**config.mk**
```make
export PLATFORM = sky130hd
export DESIGN_NAME = lcsp_regs
export DESIGN_NICKNAME = d
export VERILOG_FILES = /design/src/lcsp_pkg.sv /design/src/lcsp_fls_if.sv /design/src/lcsp_fifo_limit.sv /design/src/lcsp_regs.sv
export SDC_FILE = /design/constraint.sdc
export NUM_CORES = 2
export LEC_CHECK = 0
export BUFFER_PORTS_ARGS = -buffer_cell sky130_fd_sc_hd__buf_2
export CORE_AREA = 2 2 385 387
export CTS_CLUSTER_SIZE = 20
export DETAILED_ROUTE_END_ITERATION = 8
export DIE_AREA = 0 0 387 389
export REMOVE_ABC_BUFFERS = 1
export SLEW_MARGIN = 40
export SYNTH_ARGS = -nofsm -noshare
export SYNTH_HDL_FRONTEND = slang
export SYNTH_HIERARCHICAL = 1
export SYNTH_SLANG_ARGS = --single-unit
export TNS_END_PERCENT = 5
```
**constraint.sdc**
```tcl
create_clock -name clk_i -period 3.9 [get_ports clk_i]
set_clock_uncertainty 0.2 [all_clocks]
set_input_delay 0.195 -clock clk_i [delete_from_list [all_inputs] [get_ports clk_i]]
set_output_delay 0.195 -clock clk_i [all_outputs]
set_load 0.01 [all_outputs]
```
**src/lcsp_pkg.sv**
```systemverilog
package lcsp_pkg;
	localparam int NUM_CH = 14;
	localparam int ALARM_W = 7;
	localparam int CABLE_W = 6;
	localparam int SEG_W = 7;
	localparam int SEG_TOP = 4;
	localparam int PTR_W = 6;
	localparam logic [PTR_W-1:0] FIFO_NEAR = 6'h03;
	localparam logic [3:0] OFF_IRQ_EN = 4'h4;
	localparam logic [3:0] OFF_STATUS = 4'h5;
	localparam logic [3:0] OFF_CHANGE = 4'h6;
	localparam logic [3:0] OFF_FIFO_CABLE = 4'h7;
	localparam logic [3:0] OFF_SEG1 = 4'h8;
	localparam logic [3:0] OFF_SEG2 = 4'h9;
	localparam logic [3:0] OFF_SEG3 = 4'ha;
	localparam logic [3:0] OFF_SEG4 = 4'hb;
	localparam logic [3:0] GLOBAL_PAGE = 4'he;
	localparam logic [3:0] OFF_GLOBAL = 4'h0;
	localparam int GIE_BIT = 1;
	localparam int FLS_BIT = 5;
	localparam int SEG_SIGN_BIT = 6;
	localparam logic [7:0] RST_BYTE = 8'h00;
	localparam logic [SEG_W-1:0] RST_SEG = 7'h00;
	localparam logic [CABLE_W-1:0] RST_CABLE = 6'h00;
	localparam logic RST_SOURCE = 1'b0;
	typedef enum logic [0:0] {
		LCSP_IDLE = 1'b0,
		LCSP_ACK  = 1'b1
	} lcsp_bus_state_t;
endpackage

```
**src/lcsp_fls_if.sv**
```systemverilog
`timescale 1ns/1ps
interface lcsp_fls_if;
	logic [lcsp_pkg::PTR_W-1:0] rx_wr_ptr;
	logic [lcsp_pkg::PTR_W-1:0] rx_rd_ptr;
	logic [lcsp_pkg::PTR_W-1:0] tx_wr_ptr;
	logic [lcsp_pkg::PTR_W-1:0] tx_rd_ptr;
	logic                       flag;
	logic                       source;
	modport hub (
		output rx_wr_ptr, rx_rd_ptr, tx_wr_ptr, tx_rd_ptr,
		input  flag, source
	);
	modport det (
		input  rx_wr_ptr, rx_rd_ptr, tx_wr_ptr, tx_rd_ptr,
		output flag, source
	);
endinterface

```
**src/lcsp_fifo_limit.sv**
```systemverilog
`timescale 1ns/1ps
module lcsp_fifo_limit (
	input  wire logic clk_i,
	input  wire logic rst_i,
	lcsp_fls_if.det   fls
);
	logic rx_near;
	logic tx_near;

	// Distance taken both ways round the ring, so wrap needs no special case
	function automatic logic ptr_near(input logic [lcsp_pkg::PTR_W-1:0] wr,
		input logic [lcsp_pkg::PTR_W-1:0] rd);
		logic [lcsp_pkg::PTR_W-1:0] fwd;
		logic [lcsp_pkg::PTR_W-1:0] back;
		fwd = wr - rd;
		back = rd - wr;
		ptr_near = (fwd <= lcsp_pkg::FIFO_NEAR) || (back <= lcsp_pkg::FIFO_NEAR);
	endfunction

	assign rx_near = ptr_near(fls.rx_wr_ptr, fls.rx_rd_ptr);
	assign tx_near = ptr_near(fls.tx_wr_ptr, fls.tx_rd_ptr);
	assign fls.flag = rx_near | tx_near;

	// Holds the last culprit while neither FIFO is at its limit; transmit wins when both are
	always_ff @(posedge clk_i) begin
		if (rst_i) begin
			fls.source <= lcsp_pkg::RST_SOURCE;
		end else if (tx_near) begin
			fls.source <= 1'b1;
		end else if (rx_near) begin
			fls.source <= 1'b0;
		end
	end
endmodule

```
**src/lcsp_regs.sv**
```systemverilog
// Register access over Wishbone was decided locally.
`timescale 1ns/1ps
// What this block does
// - Status change raises interrupt when enabled per channel and globally
// - Reading a status-change register clears it; bits that change in the read cycle stay set
// - FIFO source bit: 0 receive limit, 1 transmit limit, 1 when both
// - FIFO source bit is read-only and resets to 0
// - Cable loss is read-only 6-bit unsigned in bits 5..0, resets 0
// - Transmit pulse built from eight segment registers per channel
// - Segment one sets overshoot; one to four form the top portion
// - Segment five sets undershoot, held in the neighbouring slice
// - Segment value is 7-bit sign-magnitude, bit 6 set means positive
// - Segment one is read-write and resets to zero
// - Segments two to four are read-write 7-bit, like segment one
// - Segment register bit 7 reads zero and ignores writes
// - Interrupt output stays low while global enable is clear
// - FIFO limit alarm when pointers come within three bits
module lcsp_regs (
	input  wire logic                                      clk_i,
	input  wire logic                                      rst_i,
	input  wire logic                                      wb_cyc_i,
	input  wire logic                                      wb_stb_i,
	input  wire logic                                      wb_we_i,
	input  wire logic [9:0]                                wb_adr_i,
	input  wire logic [3:0]                                wb_sel_i,
	input  wire logic [31:0]                               wb_dat_i,
	output logic      [31:0]                               wb_dat_o,
	output logic                                           wb_ack_o,
	output logic                                           irq_o,
	output logic      [7:0]                                global_ctrl_o,
	input  wire logic [lcsp_pkg::NUM_CH*lcsp_pkg::ALARM_W-1:0] alarm_i,
	input  wire logic [lcsp_pkg::NUM_CH*lcsp_pkg::CABLE_W-1:0] cable_loss_i,
	input  wire logic [lcsp_pkg::NUM_CH*lcsp_pkg::PTR_W-1:0]   rx_wr_ptr_i,
	input  wire logic [lcsp_pkg::NUM_CH*lcsp_pkg::PTR_W-1:0]   rx_rd_ptr_i,
	input  wire logic [lcsp_pkg::NUM_CH*lcsp_pkg::PTR_W-1:0]   tx_wr_ptr_i,
	input  wire logic [lcsp_pkg::NUM_CH*lcsp_pkg::PTR_W-1:0]   tx_rd_ptr_i,
	output logic [lcsp_pkg::NUM_CH*lcsp_pkg::SEG_TOP*lcsp_pkg::SEG_W-1:0] seg_top_o
);
	localparam int NCH = lcsp_pkg::NUM_CH;
	localparam int SW = lcsp_pkg::SEG_W;

	lcsp_pkg::lcsp_bus_state_t state;
	lcsp_pkg::lcsp_bus_state_t next_state;
	logic       req;
	logic       wr_stb;
	logic       rd_stb;
	logic [3:0] page;
	logic [3:0] off;
	logic [7:0] wbyte;
	logic [7:0] next_rdata;
	logic [7:0] global_ctrl;
	logic       global_irq_enable;

	logic [7:0]                     irq_en [NCH];
	logic [7:0]                     live [NCH];
	logic [7:0]                     prev_status [NCH];
	logic [7:0]                     change [NCH];
	logic [7:0]                     change_set [NCH];
	logic [lcsp_pkg::CABLE_W-1:0]   cable [NCH];
	logic [SW-1:0]                  seg [NCH][lcsp_pkg::SEG_TOP];
	logic [NCH-1:0]                 irq_req;
	logic [NCH-1:0]                 fls_source;

	lcsp_fls_if fls_if [NCH] ();

	// Pages 0x0..0xd are channels; 0xe holds the global byte
	function automatic logic is_chan_page(input logic [3:0] p);
		is_chan_page = (p < 4'(NCH));
	endfunction

	function automatic logic is_seg_off(input logic [3:0] o);
		is_seg_off = (o >= lcsp_pkg::OFF_SEG1) && (o <= lcsp_pkg::OFF_SEG4);
	endfunction

	assign page = wb_adr_i[9:6];
	assign off = wb_adr_i[5:2];
	assign wbyte = wb_dat_i[7:0];
	assign req = wb_cyc_i && wb_stb_i && (state == lcsp_pkg::LCSP_IDLE);
	// Only lane 0 carries register data; upper lanes are ignored
	assign wr_stb = req && wb_we_i && wb_sel_i[0];
	assign rd_stb = req && !wb_we_i;
	assign wb_ack_o = (state == lcsp_pkg::LCSP_ACK);

	always_comb begin
		case (state)
			lcsp_pkg::LCSP_IDLE: begin
				next_state = req ? lcsp_pkg::LCSP_ACK : lcsp_pkg::LCSP_IDLE;
			end
			lcsp_pkg::LCSP_ACK: begin
				next_state = lcsp_pkg::LCSP_IDLE;
			end
			default: begin
				next_state = lcsp_pkg::LCSP_IDLE;
			end
		endcase
	end

	always_ff @(posedge clk_i) begin
		if (rst_i) begin
			state <= lcsp_pkg::LCSP_IDLE;
		end else begin
			state <= next_state;
		end
	end

	always_ff @(posedge clk_i) begin
		if (rst_i) begin
			global_ctrl <= lcsp_pkg::RST_BYTE;
		end else if (wr_stb && page == lcsp_pkg::GLOBAL_PAGE && off == lcsp_pkg::OFF_GLOBAL) begin
			global_ctrl <= wbyte;
		end
	end

	assign global_ctrl_o = global_ctrl;
	assign global_irq_enable = global_ctrl[lcsp_pkg::GIE_BIT];
	// Level output, dropped as soon as the change register is read
	assign irq_o = global_irq_enable && (|irq_req);

	genvar g;
	genvar k;
	generate
		for (g = 0; g < NCH; g++) begin : ch
			logic sel;
			logic ch_wr;
			logic ch_rd;
			assign sel = (page == 4'(g));
			assign ch_wr = wr_stb && sel;
			assign ch_rd = rd_stb && sel;

			assign fls_if[g].rx_wr_ptr = rx_wr_ptr_i[g*lcsp_pkg::PTR_W +: lcsp_pkg::PTR_W];
			assign fls_if[g].rx_rd_ptr = rx_rd_ptr_i[g*lcsp_pkg::PTR_W +: lcsp_pkg::PTR_W];
			assign fls_if[g].tx_wr_ptr = tx_wr_ptr_i[g*lcsp_pkg::PTR_W +: lcsp_pkg::PTR_W];
			assign fls_if[g].tx_rd_ptr = tx_rd_ptr_i[g*lcsp_pkg::PTR_W +: lcsp_pkg::PTR_W];
			assign fls_source[g] = fls_if[g].source;

			lcsp_fifo_limit u_fls (
				.clk_i (clk_i),
				.rst_i (rst_i),
				.fls   (fls_if[g].det)
			);

			// Limit flag slots in at bit 5 between the external alarms
			assign live[g] = {alarm_i[g*lcsp_pkg::ALARM_W+5 +: 2], fls_if[g].flag,
				alarm_i[g*lcsp_pkg::ALARM_W +: 5]};
			assign change_set[g] = live[g] ^ prev_status[g];
			assign irq_req[g] = |(change[g] & irq_en[g]);

			always_ff @(posedge clk_i) begin
				if (rst_i) begin
					irq_en[g] <= lcsp_pkg::RST_BYTE;
				end else if (ch_wr && off == lcsp_pkg::OFF_IRQ_EN) begin
					irq_en[g] <= wbyte;
				end
			end

			always_ff @(posedge clk_i) begin
				if (rst_i) begin
					prev_status[g] <= lcsp_pkg::RST_BYTE;
				end else begin
					prev_status[g] <= live[g];
				end
			end

			// A change in the read cycle survives the clear: set wins
			always_ff @(posedge clk_i) begin
				if (rst_i) begin
					change[g] <= lcsp_pkg::RST_BYTE;
				end else if (ch_rd && off == lcsp_pkg::OFF_CHANGE) begin
					change[g] <= change_set[g];
				end else begin
					change[g] <= change[g] | change_set[g];
				end
			end

			always_ff @(posedge clk_i) begin
				if (rst_i) begin
					cable[g] <= lcsp_pkg::RST_CABLE;
				end else begin
					cable[g] <= cable_loss_i[g*lcsp_pkg::CABLE_W +: lcsp_pkg::CABLE_W];
				end
			end

			for (k = 0; k < lcsp_pkg::SEG_TOP; k++) begin : sg
				// Bit 7 is never stored, so it cannot be written
				always_ff @(posedge clk_i) begin
					if (rst_i) begin
						seg[g][k] <= lcsp_pkg::RST_SEG;
					end else if (ch_wr && off == lcsp_pkg::OFF_SEG1 + 4'(k)) begin
						seg[g][k] <= wbyte[SW-1:0];
					end
				end
				// Slot 0 is the overshoot, slots 0..3 the top of the pulse;
				// the lower half, led by the undershoot, comes from the next slice
				assign seg_top_o[(g*lcsp_pkg::SEG_TOP+k)*SW +: SW] = seg[g][k];
			end
		end
	endgenerate

	always_comb begin
		next_rdata = lcsp_pkg::RST_BYTE;
		if (is_chan_page(page)) begin
			case (off)
				lcsp_pkg::OFF_IRQ_EN: begin
					next_rdata = irq_en[page];
				end
				lcsp_pkg::OFF_STATUS: begin
					next_rdata = live[page];
				end
				lcsp_pkg::OFF_CHANGE: begin
					next_rdata = change[page];
				end
				lcsp_pkg::OFF_FIFO_CABLE: begin
					next_rdata = {1'b0, fls_source[page], cable[page]};
				end
				lcsp_pkg::OFF_SEG1, lcsp_pkg::OFF_SEG2, lcsp_pkg::OFF_SEG3, lcsp_pkg::OFF_SEG4: begin
					next_rdata = {1'b0, seg[page][off[1:0]]};
				end
				default: begin
					next_rdata = lcsp_pkg::RST_BYTE;
				end
			endcase
		end else if (page == lcsp_pkg::GLOBAL_PAGE && off == lcsp_pkg::OFF_GLOBAL) begin
			next_rdata = global_ctrl;
		end
	end

	// Captured in the request cycle, the same edge that clears on read
	always_ff @(posedge clk_i) begin
		if (rst_i) begin
			wb_dat_o <= 32'h0000_0000;
		end else if (rd_stb) begin
			wb_dat_o <= {24'h00_0000, next_rdata};
		end
	end
endmodule

```
==> flow_summary.toml <==
[layout]
syn2layout_area_growth_pct = 24.9
drive_above_1_share = 0.213
nNetsFinal = 7109

[global_route]
grt_max_degree = 198
grt_overflow = 0
grt_pass1_wl_mm = 313
antenna_found_initial = 36
grt_pass1_vias = 43631
track_usage = 0.287

[setup_path]
crit_path_top_delay_cell = "dlygate4sd3_1"
end_kind = "flop"
critPathTopFamily = "buffers and inverters"
crit_type = "in -> reg"
critPathLaunchType = "primary input"
reg2reg_to = "seg[0][2]"
critPathMaxStageDelay_ns = 0.67
crit_path_max_fanout = 5
rrSetupSlack_ns = 0.68
critical_path_required_ns = 4.28
worst_r2r_path_depth = 7
path_cells = "dlygate4sd3_1 > buf_2 > xor2_1 > dlygate4sd3_1 > o21ai_0 > a32o_1 > or2_1 > mux2i_1 > o22ai_1 > a21oi_1 > a21oi_1 > or3_1 > a22o_1"
cp.arrival_ns = 4.14
rr_startpoint = "wb_ack_o"
crit_buf_inv = 3

[route]
firstDrtPassIters = 6
antenna_left = 0
route.detailed.drc = 0
wl_per_cell_um = 27.2
vias = 44852
vias_per_cell = 5.44
drt_iter0_drc = 4477
drt-total-wl_mm = 224

[clock_network]
clock_sinks = 843
cts_hold_buffers = 220
clk_latency_ns = 0.68
cts_buffers = 95
cts_tree = "done"
cts.htree.levels = 3
clkTransAtPathRegs_ns = 0.06
cts_resized = 0
cts_buffer_depth = 3
root_buffer = "clkbuf_16"
postCtsSetupBuffers = 0

[synthesis]
syn_inst = 4944
yosys-top-cells-count = "616 x edfxtp_1, 507 x and2_1, 367 x inv_1"
synthArstFlopShare = 0
seq_area_frac_synth = 0.446
synth_area_sq_mm = 0.0517
synth_area_leaders = "edfxtp_1 36%, dfxtp_1 8.8%, ha_1 6.8%"
synthFlopType = "edfxtp_1"
yosys.area.top_type = "edfxtp_1"
yosysUniqueCellTypes = 88
synth_edf_count = 616
ys_seq_elements = 843
yosys_warnings = 6
post_synth.cell_area_avg_sq_um = 10.5
synth_top_area_frac = 0.358
post-synth-top-count-cell = "edfxtp_1"

[power]
swShare = 0.287
vdd_drop_max_uv = 315
cellPowerDensity_mw_per_mm2 = 373
p_comb_frac = 0.185
leakage_nw = 28.5
power_frac_clock = 0.379
fin_total_pwr_mw = 24.1
internal_power_mw = 17.2
p_switching_mw = 6.90
p_seq_frac = 0.436

[sta]
fmaxAchievable_mhz = 266
setup_viol = 0
holdWs_ns = -0.00110
rsz0062_at_grt = "no"
final.min_clock_period_ns = 3.76
slew_headroom = 0.402
tightest_slew_ns = 0.886
slew_violations = 0
hold_viol = 1
fin_crit_sh = 0.963

[hold_path]
hold_end = "ch[5].u_fls/fls.source"
hp-class = "in -> reg"
min_from = "rx_rd_ptr_i[35]"
min_path_cells = 5

[floorplan]
io_pins = 1003
start_util = 0.353
fp.dieH_um = 389
core-area_sq_mm = 0.147
die_area_sq_mm = 0.151
rows = 141
die_x_um = 387

[run_status]
violations = "negative hold slack"
status = "finished with violations"

[job]
cap_viol_max_count = 0

[placed_design]
portBuffers = 949
finalWeightedCongestion = 0.979
dp_hpwl_mm = 172
registers in the layout (all words and copies together) (netlist names):
signal / count
change: 112
prev_status: 112
seg: 392
wb_ack_o: 1
wb_dat_o: 8
irq_en: 112
ch.u_fls/fls.source: 14
cable: 84
global_ctrl_o: 8
worst min-delay path, stage by stage:
cell and delay, ns:
buf_2 0.08, xor2_1 0.16, o21ai_0 0.11, a32o_1 0.20
o2bb2ai_1 0.09
final cells by class:
class	instances	area, sq um
Tap cell	1930	2410
Fill cell	14009	82000
Antenna cell	37	92.6
Inverter	368	1380
Clock inverter	39	383
Timing Repair Buffer	1310	8280
Clock buffer	137	2750
Sequential cell	843	23000
Multi-Input combinational cell	3586	26200
through the flow:
step                utilization  TNS, ns  std cells  area (sq um)  setup WS, ns
finish                    0.440        0       8250         64600         0.145
global route              0.440        0       8235         64500        0.0357
CTS                       0.440        0       8212         64400         0.241
detailed placement        0.403  -0.0471       7816         59100       -0.0471
global placement          0.403  -0.0670       7815         59100       -0.0670
floorplan                     -        0       4797         50600         0.661
logic make-up after synthesis:
| logic type | Yosys count | share of synthesized area |
|---|---|---|
| AND/OR/NAND/NOR | 1566 | 0.164 |
| flip-flops | 843 | 0.446 |
| buffers and inverters | 649 | 0.0572 |
| XOR/XNOR | 199 | 0.0345 |
| other | 2 | 0.000145 |
| AO/OA/AOI/OAI | 1002 | 0.125 |
| adder cells (fa/ha/maj) | 336 | 0.0895 |
| multiplexers | 347 | 0.0840 |
routing by layer:
metal / GRT usage / wire (um)
met5: 0 / 71
met4: 0.136 / 12800
met3: 0.0667 / 19900
met2: 0.472 / 104000
met1: 0.355 / 87400
worst max-delay path by stage:
stage | from | end | slack [ns] | cells after the start
6_report | rx_wr_ptr_i[47] | wb_dat_o[5] | 0.14 | 13
2_1_floorplan | tx_rd_ptr_i[0] | wb_dat_o[5] | 0.66 | 15
3_3_place_gp | tx_rd_ptr_i[0] | wb_dat_o[5] | -0.07 | 17
5_1_grt | rx_wr_ptr_i[47] | wb_dat_o[5] | 0.04 | 13
4_1_cts | rx_rd_ptr_i[53] | wb_dat_o[5] | 0.24 | 13
3_5_place_dp | tx_rd_ptr_i[0] | wb_dat_o[5] | -0.05 | 17
power by group through the flow:
stage	Sequential [mW]	Combinational, mW	Clock [mW]
2_1_floorplan	10.5	2.20	0
3_3_place_gp	10.6	4.10	0
3_5_place_dp	10.7	4.16	0
4_1_cts	10.5	4.41	9.19
5_1_grt	10.5	4.82	9.51
6_report	10.5	4.46	9.13
layout by cell type (no fill, tap or decap), types with 204 or more instances in the layout:
cell type,count
a21oi_1,332
edfxtp_1,616
nor2_1,338
nor2b_1,204
inv_1,367
mux2i_1,267
ha_1,280
dfxtp_1,227
buf_2,938
and2_1,508
dlygate4sd3_1,220
Note: power is estimated with default switching activity, not from simulation.
